`config.mk`:
```
export PLATFORM = sky130hd
export DESIGN_NAME = cat_timebase
export DESIGN_NICKNAME = d
export VERILOG_FILES = /design/src/inc/cat_pkg.sv /design/src/core/cat_tick_gen.sv /design/src/core/cat_timebase.sv
export SDC_FILE = /design/constraint.sdc
export NUM_CORES = 1
export LEC_CHECK = 0
export BUFFER_PORTS_ARGS = -buffer_cell sky130_fd_sc_hd__buf_4
export CELL_PAD_IN_SITES_DETAIL_PLACEMENT = 1
export CELL_PAD_IN_SITES_GLOBAL_PLACEMENT = 2
export CORE_ASPECT_RATIO = 1.4
export CORE_MARGIN = 2
export CORE_UTILIZATION = 30
export DETAILED_ROUTE_END_ITERATION = 10
export GPL_TIMING_DRIVEN = 1
export HOLD_SLACK_MARGIN = 0.06
export PLACE_DENSITY_LB_ADDON = 0.1
export SETUP_SLACK_MARGIN = 0.2
export SYNTH_ARGS = -nofsm -noshare
export SYNTH_HDL_FRONTEND = slang
export SYNTH_SLANG_ARGS = --single-unit
```
`constraint.sdc`:
```
create_clock -name CLK -period 2.45 [get_ports CLK]
set_clock_uncertainty 0.1 [all_clocks]
set_input_delay 0.49 -clock CLK [delete_from_list [all_inputs] [get_ports CLK]]
set_output_delay 0.49 -clock CLK [all_outputs]
set_load 0.02 [all_outputs]
```
`src/inc/cat_pkg.sv`:
```
// package for the counter array timebase control block
package cat_pkg;
  localparam logic [7:0] CAT_CTRL_ADDR = 8'hD8;
  localparam logic [7:0] CAT_MODE_ADDR = 8'hD9;
  localparam logic [7:0] CAT_CTRL_RST  = 8'h00;
  localparam logic [7:0] CAT_MODE_RST  = 8'h00;
  // control register fields
  localparam int CAT_CF_BIT   = 7;
  localparam int CAT_CR_BIT   = 6;
  // mode register fields
  localparam int CAT_IDL_BIT  = 7;
  localparam int CAT_SEL_LSB  = 1;
  localparam int CAT_ECF_BIT  = 0;
  localparam int CAT_NMOD     = 6;
  localparam logic [15:0] CAT_CNT_MAX = 16'hFFFF;
  localparam logic [15:0] CAT_CNT_RST = 16'h0000;
  // divider ratios in system clock cycles, except CAT_OSC_DIV in oscillator rising edges
  localparam int CAT_DIV12    = 12;
  localparam int CAT_DIV4     = 4;
  localparam int CAT_OSC_DIV  = 8;

  typedef enum logic [2:0] {
    CAT_SEL_DIV12 = 3'h0,
    CAT_SEL_T0    = 3'h2,
    CAT_SEL_DIV4  = 3'h1,
    CAT_SEL_ECI   = 3'h3,
    CAT_SEL_SYS   = 3'h4,
    CAT_SEL_EXT   = 3'h5,
    CAT_SEL_LF    = 3'h6,
    CAT_SEL_NONE  = 3'h7
  } cat_sel_e;

  // special function register write/read port
  typedef struct packed {
    logic       wr;
    logic       rd;
    logic [7:0] addr;
    logic [7:0] wdata;
  } cat_sfr_s;

  // per-module event inputs from the capture/compare modules
  typedef struct packed {
    logic [5:0] capcmp;
    logic [5:0] pwm_edge;
    logic [5:0] match_en;
    logic [5:0] pwm_mode;
    logic [5:0] int_en;
  } cat_mod_s;

  typedef enum logic [2:0] {
    CAT_ST_STOP = 3'b001,
    CAT_ST_RUN  = 3'b010,
    CAT_ST_SUSP = 3'b100
  } cat_state_e;
endpackage

```
`src/core/cat_tick_gen.sv`:
```
// timebase tick generator: dividers, synchronisers and source select
`timescale 1ns/10ps
`default_nettype none
module cat_tick_gen
  import cat_pkg::*;
(
  // clock and reset
  input  wire logic       clk,
  input  wire logic       rst_b,
  // source selection
  input  wire logic [2:0] sel,
  input  wire logic       t0_ovf,
  // asynchronous sources
  input  wire logic       eci_pin,
  input  wire logic       ext_osc,
  input  wire logic       lf_osc,
  // selected tick
  output logic            tick
);
  logic [3:0] div12_ff;
  logic [1:0] div4_ff;
  logic [2:0] ext_cnt_ff;
  logic [2:0] lf_cnt_ff;
  logic [2:0] eci_sync_ff;
  logic [2:0] ext_sync_ff;
  logic [2:0] lf_sync_ff;
  logic       tick_div12;
  logic       tick_div4;
  logic       tick_eci;
  logic       tick_ext;
  logic       tick_lf;

  function automatic logic rise(input logic [2:0] s);
    rise = s[1] & ~s[2];
  endfunction

  assign tick_div12 = (div12_ff == 4'(CAT_DIV12 - 1));
  assign tick_div4  = (div4_ff == 2'(CAT_DIV4 - 1));

  always_ff @(posedge clk) begin
    if (!rst_b) begin
      div12_ff <= 4'h0;
      div4_ff  <= 2'h0;
    end else begin
      div12_ff <= tick_div12 ? 4'h0 : div12_ff + 4'h1;
      div4_ff  <= div4_ff + 2'h1;
    end
  end

  // bit 0 is the metastable stage; bits 1 and 2 feed the edge detect
  always_ff @(posedge clk) begin
    if (!rst_b) begin
      eci_sync_ff <= 3'h7;
      ext_sync_ff <= 3'h0;
      lf_sync_ff  <= 3'h0;
    end else begin
      eci_sync_ff <= {eci_sync_ff[1:0], eci_pin};
      ext_sync_ff <= {ext_sync_ff[1:0], ext_osc};
      lf_sync_ff  <= {lf_sync_ff[1:0], lf_osc};
    end
  end

  // falling edge of the external count input
  assign tick_eci = eci_sync_ff[2] & ~eci_sync_ff[1];

  // oscillator edges counted after synchronising, so divide by eight
  always_ff @(posedge clk) begin
    if (!rst_b) begin
      ext_cnt_ff <= 3'h0;
      lf_cnt_ff  <= 3'h0;
    end else begin
      if (rise(ext_sync_ff)) begin
        ext_cnt_ff <= ext_cnt_ff + 3'h1;
      end
      if (rise(lf_sync_ff)) begin
        lf_cnt_ff <= lf_cnt_ff + 3'h1;
      end
    end
  end

  assign tick_ext = rise(ext_sync_ff) && (ext_cnt_ff == 3'(CAT_OSC_DIV - 1));
  assign tick_lf  = rise(lf_sync_ff) && (lf_cnt_ff == 3'(CAT_OSC_DIV - 1));

  always_comb begin
    case (cat_sel_e'(sel))
      CAT_SEL_DIV12: tick = tick_div12;
      CAT_SEL_DIV4:  tick = tick_div4;
      CAT_SEL_T0:    tick = t0_ovf;
      CAT_SEL_ECI:   tick = tick_eci;
      CAT_SEL_SYS:   tick = 1'b1;
      CAT_SEL_EXT:   tick = tick_ext;
      CAT_SEL_LF:    tick = tick_lf;
      default:       tick = 1'b0;
    endcase
  end

  AST_DIV12_SPACING: assert property (@(posedge clk) disable iff (!rst_b)
    tick_div12 |=> !tick_div12 [*8])
    else $error("divide-by-twelve tick too close");
  AST_ECI_FALL: assert property (@(posedge clk) disable iff (!rst_b)
    tick_eci |-> $past(eci_sync_ff[1]) && !eci_sync_ff[1])
    else $error("external count tick without falling edge");
endmodule
`default_nettype wire

```
`src/core/cat_timebase.sv`:
```
// counter array timebase control: counter, run/idle, flags, registers
`timescale 1ns/10ps
`default_nettype none
module cat_timebase
  import cat_pkg::*;
#(
  parameter int NMOD = CAT_NMOD
)(
  // clock and reset
  input  wire logic        CLK,
  input  wire logic        RST_B,
  // special function register bus
  input  wire cat_sfr_s    SFR,
  output logic [7:0]       SFR_RDATA,
  output logic             SFR_HIT,
  // processor state and timer 0
  input  wire logic        CPU_IDLE,
  input  wire logic        T0_OVF,
  // asynchronous clock sources
  input  wire logic        ECI_PIN,
  input  wire logic        EXT_OSC,
  input  wire logic        LF_OSC,
  // capture/compare module events
  input  wire cat_mod_s    MOD,
  // counter, tick and interrupt
  output logic [15:0]      COUNT,
  output logic             COUNT_TICK,
  output logic             IRQ
);
  logic [15:0]     count_ff;
  logic            ovf_flag_ff;
  logic            run_ff;
  logic [NMOD-1:0] mod_flag_ff;
  logic            idle_susp_ff;
  logic [2:0]      sel_ff;
  logic            ovf_ie_ff;
  logic [7:0]      rdata_ff;
  logic            tick_src;
  logic            advance;
  logic            wrap;
  logic            ctrl_wr;
  logic            mode_wr;
  logic [NMOD-1:0] mod_set;
  logic [NMOD-1:0] nxt_mod_flag;
  logic            nxt_ovf_flag;
  logic            suspended;
  cat_state_e      state;

  cat_tick_gen u_tick (
    .clk     (CLK),
    .rst_b   (RST_B),
    .sel     (sel_ff),
    .t0_ovf  (T0_OVF),
    .eci_pin (ECI_PIN),
    .ext_osc (EXT_OSC),
    .lf_osc  (LF_OSC),
    .tick    (tick_src)
  );

  assign ctrl_wr   = SFR.wr && (SFR.addr == CAT_CTRL_ADDR);
  assign mode_wr   = SFR.wr && (SFR.addr == CAT_MODE_ADDR);
  assign suspended = idle_susp_ff && CPU_IDLE;

  // state view of the counter, used for advance gating
  always_comb begin
    if (!run_ff) begin
      state = CAT_ST_STOP;
    end else if (suspended) begin
      state = CAT_ST_SUSP;
    end else begin
      state = CAT_ST_RUN;
    end
  end

  always_comb begin
    case (state)
      CAT_ST_RUN: advance = tick_src;
      default:    advance = 1'b0;
    endcase
  end

  assign wrap = advance && (count_ff == CAT_CNT_MAX);

  always_ff @(posedge CLK) begin
    if (!RST_B) begin
      count_ff <= CAT_CNT_RST;
    end else if (advance) begin
      count_ff <= count_ff + 16'h0001;
    end
  end

  // module flags: capture/compare events plus PWM edges when matched
  // suspended idle also freezes the modules, so their events are dropped
  assign mod_set = suspended ? '0 :
                   (MOD.capcmp[NMOD-1:0] |
                    (MOD.pwm_edge[NMOD-1:0] & MOD.match_en[NMOD-1:0] &
                     MOD.pwm_mode[NMOD-1:0]));

  // write first, then hardware set on top so a colliding event survives
  always_comb begin
    nxt_ovf_flag = ovf_flag_ff;
    nxt_mod_flag = mod_flag_ff;
    if (ctrl_wr) begin
      nxt_ovf_flag = SFR.wdata[CAT_CF_BIT];
      nxt_mod_flag = SFR.wdata[NMOD-1:0];
    end
    nxt_ovf_flag = nxt_ovf_flag | wrap;
    nxt_mod_flag = nxt_mod_flag | mod_set;
  end

  always_ff @(posedge CLK) begin
    if (!RST_B) begin
      ovf_flag_ff <= CAT_CTRL_RST[CAT_CF_BIT];
      mod_flag_ff <= '0;
    end else begin
      ovf_flag_ff <= nxt_ovf_flag;
      mod_flag_ff <= nxt_mod_flag;
    end
  end

  always_ff @(posedge CLK) begin
    if (!RST_B) begin
      run_ff <= CAT_CTRL_RST[CAT_CR_BIT];
    end else if (ctrl_wr) begin
      run_ff <= SFR.wdata[CAT_CR_BIT];
    end
  end

  // reserved mode bits 6:4 are not stored and read as zero
  always_ff @(posedge CLK) begin
    if (!RST_B) begin
      idle_susp_ff <= CAT_MODE_RST[CAT_IDL_BIT];
      sel_ff       <= CAT_MODE_RST[CAT_SEL_LSB +: 3];
      ovf_ie_ff    <= CAT_MODE_RST[CAT_ECF_BIT];
    end else if (mode_wr) begin
      idle_susp_ff <= SFR.wdata[CAT_IDL_BIT];
      sel_ff       <= SFR.wdata[CAT_SEL_LSB +: 3];
      ovf_ie_ff    <= SFR.wdata[CAT_ECF_BIT];
    end
  end

  always_ff @(posedge CLK) begin
    if (!RST_B) begin
      rdata_ff <= 8'h00;
    end else if (SFR.rd) begin
      case (SFR.addr)
        // the six module flags fill the low bits of the byte
        CAT_CTRL_ADDR: rdata_ff <= {ovf_flag_ff, run_ff,
                                    6'(mod_flag_ff)};
        CAT_MODE_ADDR: rdata_ff <= {idle_susp_ff, 3'h0, sel_ff, ovf_ie_ff};
        default:       rdata_ff <= 8'h00;
      endcase
    end
  end

  assign SFR_HIT = (SFR.addr == CAT_CTRL_ADDR) ||
                   (SFR.addr == CAT_MODE_ADDR);
  assign SFR_RDATA  = rdata_ff;
  assign COUNT      = count_ff;
  assign COUNT_TICK = advance;

  // one shared request: overflow gated by its enable, modules by theirs
  always_ff @(posedge CLK) begin
    if (!RST_B) begin
      IRQ <= 1'b0;
    end else begin
      IRQ <= (ovf_flag_ff & ovf_ie_ff) |
             (|(mod_flag_ff & MOD.int_en[NMOD-1:0]));
    end
  end

  AST_WRAP_SETS_FLAG: assert property (@(posedge CLK) disable iff (!RST_B)
    wrap |=> ovf_flag_ff && count_ff == CAT_CNT_RST)
    else $error("wrap did not set overflow flag");
  AST_OVF_IRQ: assert property (@(posedge CLK) disable iff (!RST_B)
    ovf_flag_ff && ovf_ie_ff |=> IRQ)
    else $error("enabled overflow flag gave no request");
  AST_OVF_MASK: assert property (@(posedge CLK) disable iff (!RST_B)
    !ovf_ie_ff && !(|(mod_flag_ff & MOD.int_en[NMOD-1:0])) |=> !IRQ)
    else $error("masked overflow still requested");
  AST_STOP_HOLDS: assert property (@(posedge CLK) disable iff (!RST_B)
    !run_ff |=> $stable(count_ff))
    else $error("counter moved while stopped");
  AST_MOD_SET: assert property (@(posedge CLK) disable iff (!RST_B)
    mod_set[0] |=> mod_flag_ff[0])
    else $error("module event lost");
  AST_MOD_IRQ: assert property (@(posedge CLK) disable iff (!RST_B)
    |(mod_flag_ff & MOD.int_en[NMOD-1:0]) |=> IRQ)
    else $error("enabled module flag gave no request");
  AST_NO_HW_CLEAR: assert property (@(posedge CLK) disable iff (!RST_B)
    ovf_flag_ff && !ctrl_wr |=> ovf_flag_ff)
    else $error("overflow flag cleared without a write");
  AST_IDLE_SUSP: assert property (@(posedge CLK) disable iff (!RST_B)
    idle_susp_ff && CPU_IDLE |=> count_ff == $past(count_ff))
    else $error("counter moved during suspended idle");
  AST_STEP_ONE: assert property (@(posedge CLK) disable iff (!RST_B)
    advance |=> count_ff == $past(count_ff) + 16'h0001)
    else $error("counter did not step by one");
  AST_SET_WINS: assert property (@(posedge CLK) disable iff (!RST_B)
    ctrl_wr && !SFR.wdata[CAT_CF_BIT] && wrap |=> ovf_flag_ff)
    else $error("clear beat a simultaneous overflow");

  COV_WRAP: cover property (@(posedge CLK) disable iff (!RST_B) wrap);
  COV_IRQ: cover property (@(posedge CLK) disable iff (!RST_B) $rose(IRQ));
  COV_SUSP: cover property (@(posedge CLK) disable iff (!RST_B)
    run_ff && suspended && tick_src);
  COV_COLLIDE: cover property (@(posedge CLK) disable iff (!RST_B)
    ctrl_wr && |mod_set);
endmodule
`default_nettype wire

```
# Yosys cells after proc, flatten, opt, wreduce, memory -nomap -nowiden
# Index checks and enable logic that the tools add are counted.
[word_totals] ff_bits=59 input_bits=55 output_inout_bits=27 word_cells=68
[classes] add_sub_neg=5 n_eq_ne=14 mux=8 bitwise_logic=15 reduce_logical=10
[ops] op="AND 6 bit" count=3
[ops] op="adder 16 x 1 -> 16 bit, second input constant" count=1
[ops] op="equality test 16 bit, second input constant" count=1
[ops] op="equality test 8 bit, second input constant" count=2
[ops] op="one-hot mux 8 bit (2 select lines)" count=1
[ops] op="equality test 3 bit, second input constant" count=5
[ops] op="2-to-1 mux 6 bit" count=2
[ops] op="bitwise OR 6 bit" count=2
[ops] op="equality test 3 x 2 -> 1 bit, second input constant" count=3
[ops] op="one-hot mux 1 bit (7 select lines)" count=1
[ops] op="adder 3 x 1 -> 3 bit, second input constant" count=2
[ops] op="logical AND 1 bit" count=6
[ops] op="2-to-1 mux 3 bit" count=2
[ops] op="OR reduction 6 bit" count=1
[ops] op="adder 4 x 1 -> 4 bit, second input constant" count=1
[ops] op="AND 1 bit" count=4
[ops] op="equality test 4 bit, second input constant" count=1
[ops] op="NOT 1 bit" count=4
[ops] op="equality test 3 x 1 -> 1 bit, second input constant" count=1
[ops] op="logical NOT 3 bit" count=1
[ops] op="adder 2 x 1 -> 2 bit, second input constant" count=1
[ops] op="equality test 2 bit, second input constant" count=1
[ops] op="2-to-1 mux 1 bit" count=2
[ops] op="bitwise OR 1 bit" count=2
[ops] op="other kinds (2)" count=2

# Longest topological paths before layout
[depth] word_depth=7 mapped_depth=7

# Modules after synthesis
# Synthesis repeated with hierarchy kept, for this count alone.
[unflattened] hier_cells=264 area_unflattened_um2=2551.2
[by_module_without_submodules] mod="cat_timebase" n_inst=1 cells_per_inst=187 area_each_um2=1717.9 seq_area_each_um2=760.7
[by_module_without_submodules] mod="cat_tick_gen" n_inst=1 cells_per_inst=77 area_each_um2=833.3 seq_area_each_um2=420.4

# Worst setup path before layout
# Ideal clock, no wire load.
[synth_timing] kind="input -> register" startpoint="input SFR[9] (netlist bit)" endpoint="register mod_flag_ff[5]" setup_ns=0.132 t_arrival_ns=1.993 path_slack_ns=0.225 path_stages=6 n_path_buf=1 cell_sequence="or4b_4 > nor3_4 > and3b_1 > buf_4 > mux2i_1 > a21oi_1"
[synth_between] elab_chain_len=4
[synth_lines] item="from (decl)" line_no="cat_timebase.sv:13" text="input wire cat_sfr_s SFR,"
[synth_lines] item="equality test 8 bit" line_no="cat_timebase.sv:60" text="assign ctrl_wr = SFR.wr && (SFR.addr == CAT_CTRL_ADDR);"
[synth_lines] item="logical AND 1 bit" line_no="cat_timebase.sv:60"
[synth_lines] item="2-to-1 mux 6 bit" line_no="cat_timebase.sv:103" text="if (ctrl_wr) begin"
[synth_lines] item="bitwise OR 6 bit" line_no="cat_timebase.sv:108" text="nxt_mod_flag = nxt_mod_flag | mod_set;"
[synth_lines] item="to (signal assigned)" line_no="cat_timebase.sv:117" text="mod_flag_ff <= nxt_mod_flag;"
[synth_lines] item="to (decl)" line_no="cat_timebase.sv:33" text="logic [NMOD-1:0] mod_flag_ff;"
# Every way passes these cells.
# A chain may end at the register's enable or synchronous reset.

# Worst setup path after layout
[layout_timing] startpoint="register sel_ff[1]" endpoint="output COUNT_TICK"
[layout_between] elab_chain_len=3
[layout_lines] item="from (decl)" line_no="cat_timebase.sv:35" text="logic [2:0] sel_ff;"
[layout_lines] item="from (signal assigned)" line_no="cat_timebase.sv:133" text="sel_ff <= CAT_MODE_RST[CAT_SEL_LSB +: 3];"
[layout_lines] item="from (signal assigned)" line_no="cat_timebase.sv:137" text="sel_ff <= SFR.wdata[CAT_SEL_LSB +: 3];"
[layout_lines] item="equality test 3 bit, or another cell as far along" line_no="cat_tick_gen.sv:85" text="case (cat_sel_e'(sel))"
[layout_lines] item="one-hot mux 1 bit (7 select lines) (*)" line_no="cat_tick_gen.sv:85"
[layout_lines] item="2-to-1 mux 1 bit (*)" line_no="cat_timebase.sv:76" text="case (state)"
[layout_lines] item="to (decl)" line_no="cat_timebase.sv:27" text="output logic COUNT_TICK,"
# Every way passes the cells marked *; elsewhere a longest branch is shown, timed or not.

==> metrics.cfg <==
[status]
status = finished clean

[routing]
wl_um = 7320
initialDrtViolationCount = 55
drcViolationCount = 0
vias = 2373
drt_first_pass_iters = 4
via_per_inst = 4.92
wl_per_cell_um = 15.2
antenna_left = 0

[cts]
cts.path.max_buffers = 2
holdBufCountCts = 0
insertion_delay_ns = 0.32
cts_root_buf = clkbuf_16
numCtsBuffers = 9
cts_tree = done
clkSinkCount = 59
clkSlewWorstSetupHoldPaths_ns = 0.05
htree_levels = 3

[sta]
setup-tns-final_ns = 0
worst_pin_slew_ns = 0.568
final-hold-violation-count = 0
slew-limit-headroom_pct = 61.9
fmax_mhz = 442
finalCritPeriodShare_pct = 92.3
layout_min_cycle_time_ns = 2.26
setup_viol = 0
slew_viol_final = 0
rsz0062_at_grt = yes

[logic_synthesis]
synth-edff-count = 0
synth_top_area_share_pct = 45.1
synth.avg_cell_area_um2 = 9.51
synth_fp_nets = 337
netlist-cell-type-count = 47
synthFlopType = dfxtp_1
ys_seq_elements = 59
yosysTopAreaCell = dfxtp_1
yosys_warnings = 0
seq_area_frac_synth_pct = 45.1
ys_top_cells_by_area = dfxtp_1, mux2i_1, a21oi_1, nand2b_1, ha_1
synthArstFlopShare_pct = 0
netlist_area_um2 = 2620
synthCells = 275

[power]
power.leakage_nw = 1.57
ir_drop_uv = 483
p_per_area_nw_per_um2 = 610
finalPower_mw = 2.37

[die]
die_area_um2 = 9490
die_w_um = 82.9
rows = 40
io_pins = 82
core_um2 = 8510
fp.dieH_um = 114
start_util_pct = 30.7

[layout]
layout-drive-gt1-share_pct = 38.7
antenna_cells = 0
final_cell_area_um2 = 3890
final_nets = 434
final_util_pct = 45.7
syn2layout_area_growth_pct = 48.6

[setup_path]
crit_chain = a21oi_1 -> a221oi_4 -> nor3_4 -> nor2_2 -> buf_6
path_max_fanout = 7
rr_worst_depth = 7
cp_data_required_time_ns = 1.86
cp.arrival_ns = 1.67
crit_type = reg2out
crit_path_end_kind = output pin
cpPeakStageDelay_ns = 0.46
worst_setup_path_start_kind = flip-flop
crit_path_top_delay_cell = dfxtp_1

[grt]
antenna_found_initial = 0
grt_pass1_wl_um = 11500
grt_start_max_net_pins = 45
grt_usage_pct = 15.3
grt_overflow = 0
grt_pass1_vias = 2385

[placement]
port_buffers = 81
finalWeightedCongestion = 0.705
hpwl_um = 5310
place_area_um2 = 3380

[min_path]
whs_path_depth = 2
hold_path_class = in2reg

[flow_run]
maxCapViolCount = 0

sequential cells by signal, summed over array words and instances (netlist names), 3 cells and up:
register,flops
u_tick.ext_sync_ff,3
u_tick.eci_sync_ff,3
u_tick.ext_cnt_ff,3
u_tick.lf_sync_ff,3
sel_ff,3
u_tick.div12_ff,4
u_tick.lf_cnt_ff,3
COUNT,16
SFR_RDATA,8
mod_flag_ff,6
cells by family (layout without fill, tap and decap cells):
logic type	count (synthesis)	in the layout	share of synthesized area, %
AOI/OAI and AO/OA	55	55	13.2
xor gates and xnor gates	6	6	2.01
adders and majority gates	7	7	3.35
buffers and inverters	11	113	1.72
DFF	59	59	45.1
muxes	25	25	9.80
and+or+nand+nor	112	112	24.8
Yosys cell counts, types with 2 or more instances:
cell      count
or2_2         6
or3_1         7
xor2_1        4
ha_1          7
nand2b_1     15
clkbuf_1      7
nor2_1       23
o21ai_0       8
and2_1        8
nor2b_1       2
nand3_1      15
xnor2_1       2
a21oi_1      27
dfxtp_1      59
a31oi_1       7
nand3b_1      2
a22oi_1       2
mux2i_1      20
mux2_2        5
nand4_1       4
or4_1         5
nand2_1      11
and3_1        3
o31ai_1       3
final timing paths:
| path | slack [ns] | endpoint | from |
|---|---|---|---|
| worst max register to register | 0.30 | COUNT[12] | sel_ff[1] |
| worst min-delay path | 0.25 | u_tick.eci_sync_ff[0] | ECI_PIN |
| worst max-delay path | 0.19 | COUNT_TICK | sel_ff[1] |
| worst min register to register | 0.30 | u_tick.div4_ff[0] | u_tick.div4_ff[0] |
power breakdown:
part | leakage, nW | internal, mW | switching (mW)
Combinational | 0.943 | 0.101 | 0.0665
Clock | 0.146 | 0.793 | 0.407
Sequential | 0.483 | 0.988 | 0.0177
Total | 1.57 | 1.88 | 0.491
critical path, delay by kind of cell, from the launching register on:
family / cells / cell delay (ns)
AOI/OAI and AO/OA: 2 / 0.50
DFF: 1 / 0.46
and+or+nand+nor: 2 / 0.25
buffers and inverters: 1 / 0.13
metal layers:
metal	part of all wire [%]	GRT usage (%)	vias to the layer above	wire (um)
met3	3.5	3.24	9	256
met4	2.0	7.54	0	146
met2	53	27.3	46	3860
met1	42	17.3	1125	3060
li1	-	-	1193	-
met5	0	0	-	0
cell usage in the layout (no fill, tap or decap), types with 2 or more instances in the layout:
master	synthesis	final
buf_4	1	92
dfxtp_1	59	52
a21oi_1	27	26
nor2_1	23	22
mux2i_1	20	20
nand3_1	15	15
nand2b_1	15	14
nand2_1	11	11
clkbuf_16	0	9
o21ai_0	8	8
and2_1	8	8
or3_1	7	7
a31oi_1	7	7
dfxtp_2	0	7
or2_2	6	6
or4_1	5	5
mux2_2	5	5
xor2_1	4	4
nand4_1	4	4
clkbuf_8	0	4
and3_1	3	3
o31ai_1	3	3
ha_2	0	3
ha_4	0	3
nand3b_1	2	2
nor3_4	1	2
nor2b_1	2	2
xnor2_1	2	2
a22oi_1	2	2
clkbuf_1	7	2
buf_6	0	2
metrics by stage:
stage                     std cells  hold WS (ns)  worst slack, ns
after floorplan                 275         0.286            0.225
after global placement          458         0.292            0.226
after detailed placement        458         0.307            0.176
after CTS                       479         0.243            0.182
after global routing            482         0.255            0.130
final                           482         0.251            0.189
layout make-up:
class,instances,area [um2]
Fill cell,989,4620
Multi-Input combinational cell,205,1530
Sequential cell,59,1190
Timing Repair Buffer,95,733
Clock buffer,15,288
Tap cell,105,131
Inverter,2,7.51
Clock inverter,1,5.00
repair_timing:
item,CTS,global route
hold endpoints to repair,0,0
buffers inserted,5,3
pin swaps,5,5
gates resized for setup,19,11
setup endpoints to repair,3,7
(Power assumes the default switching activity.)
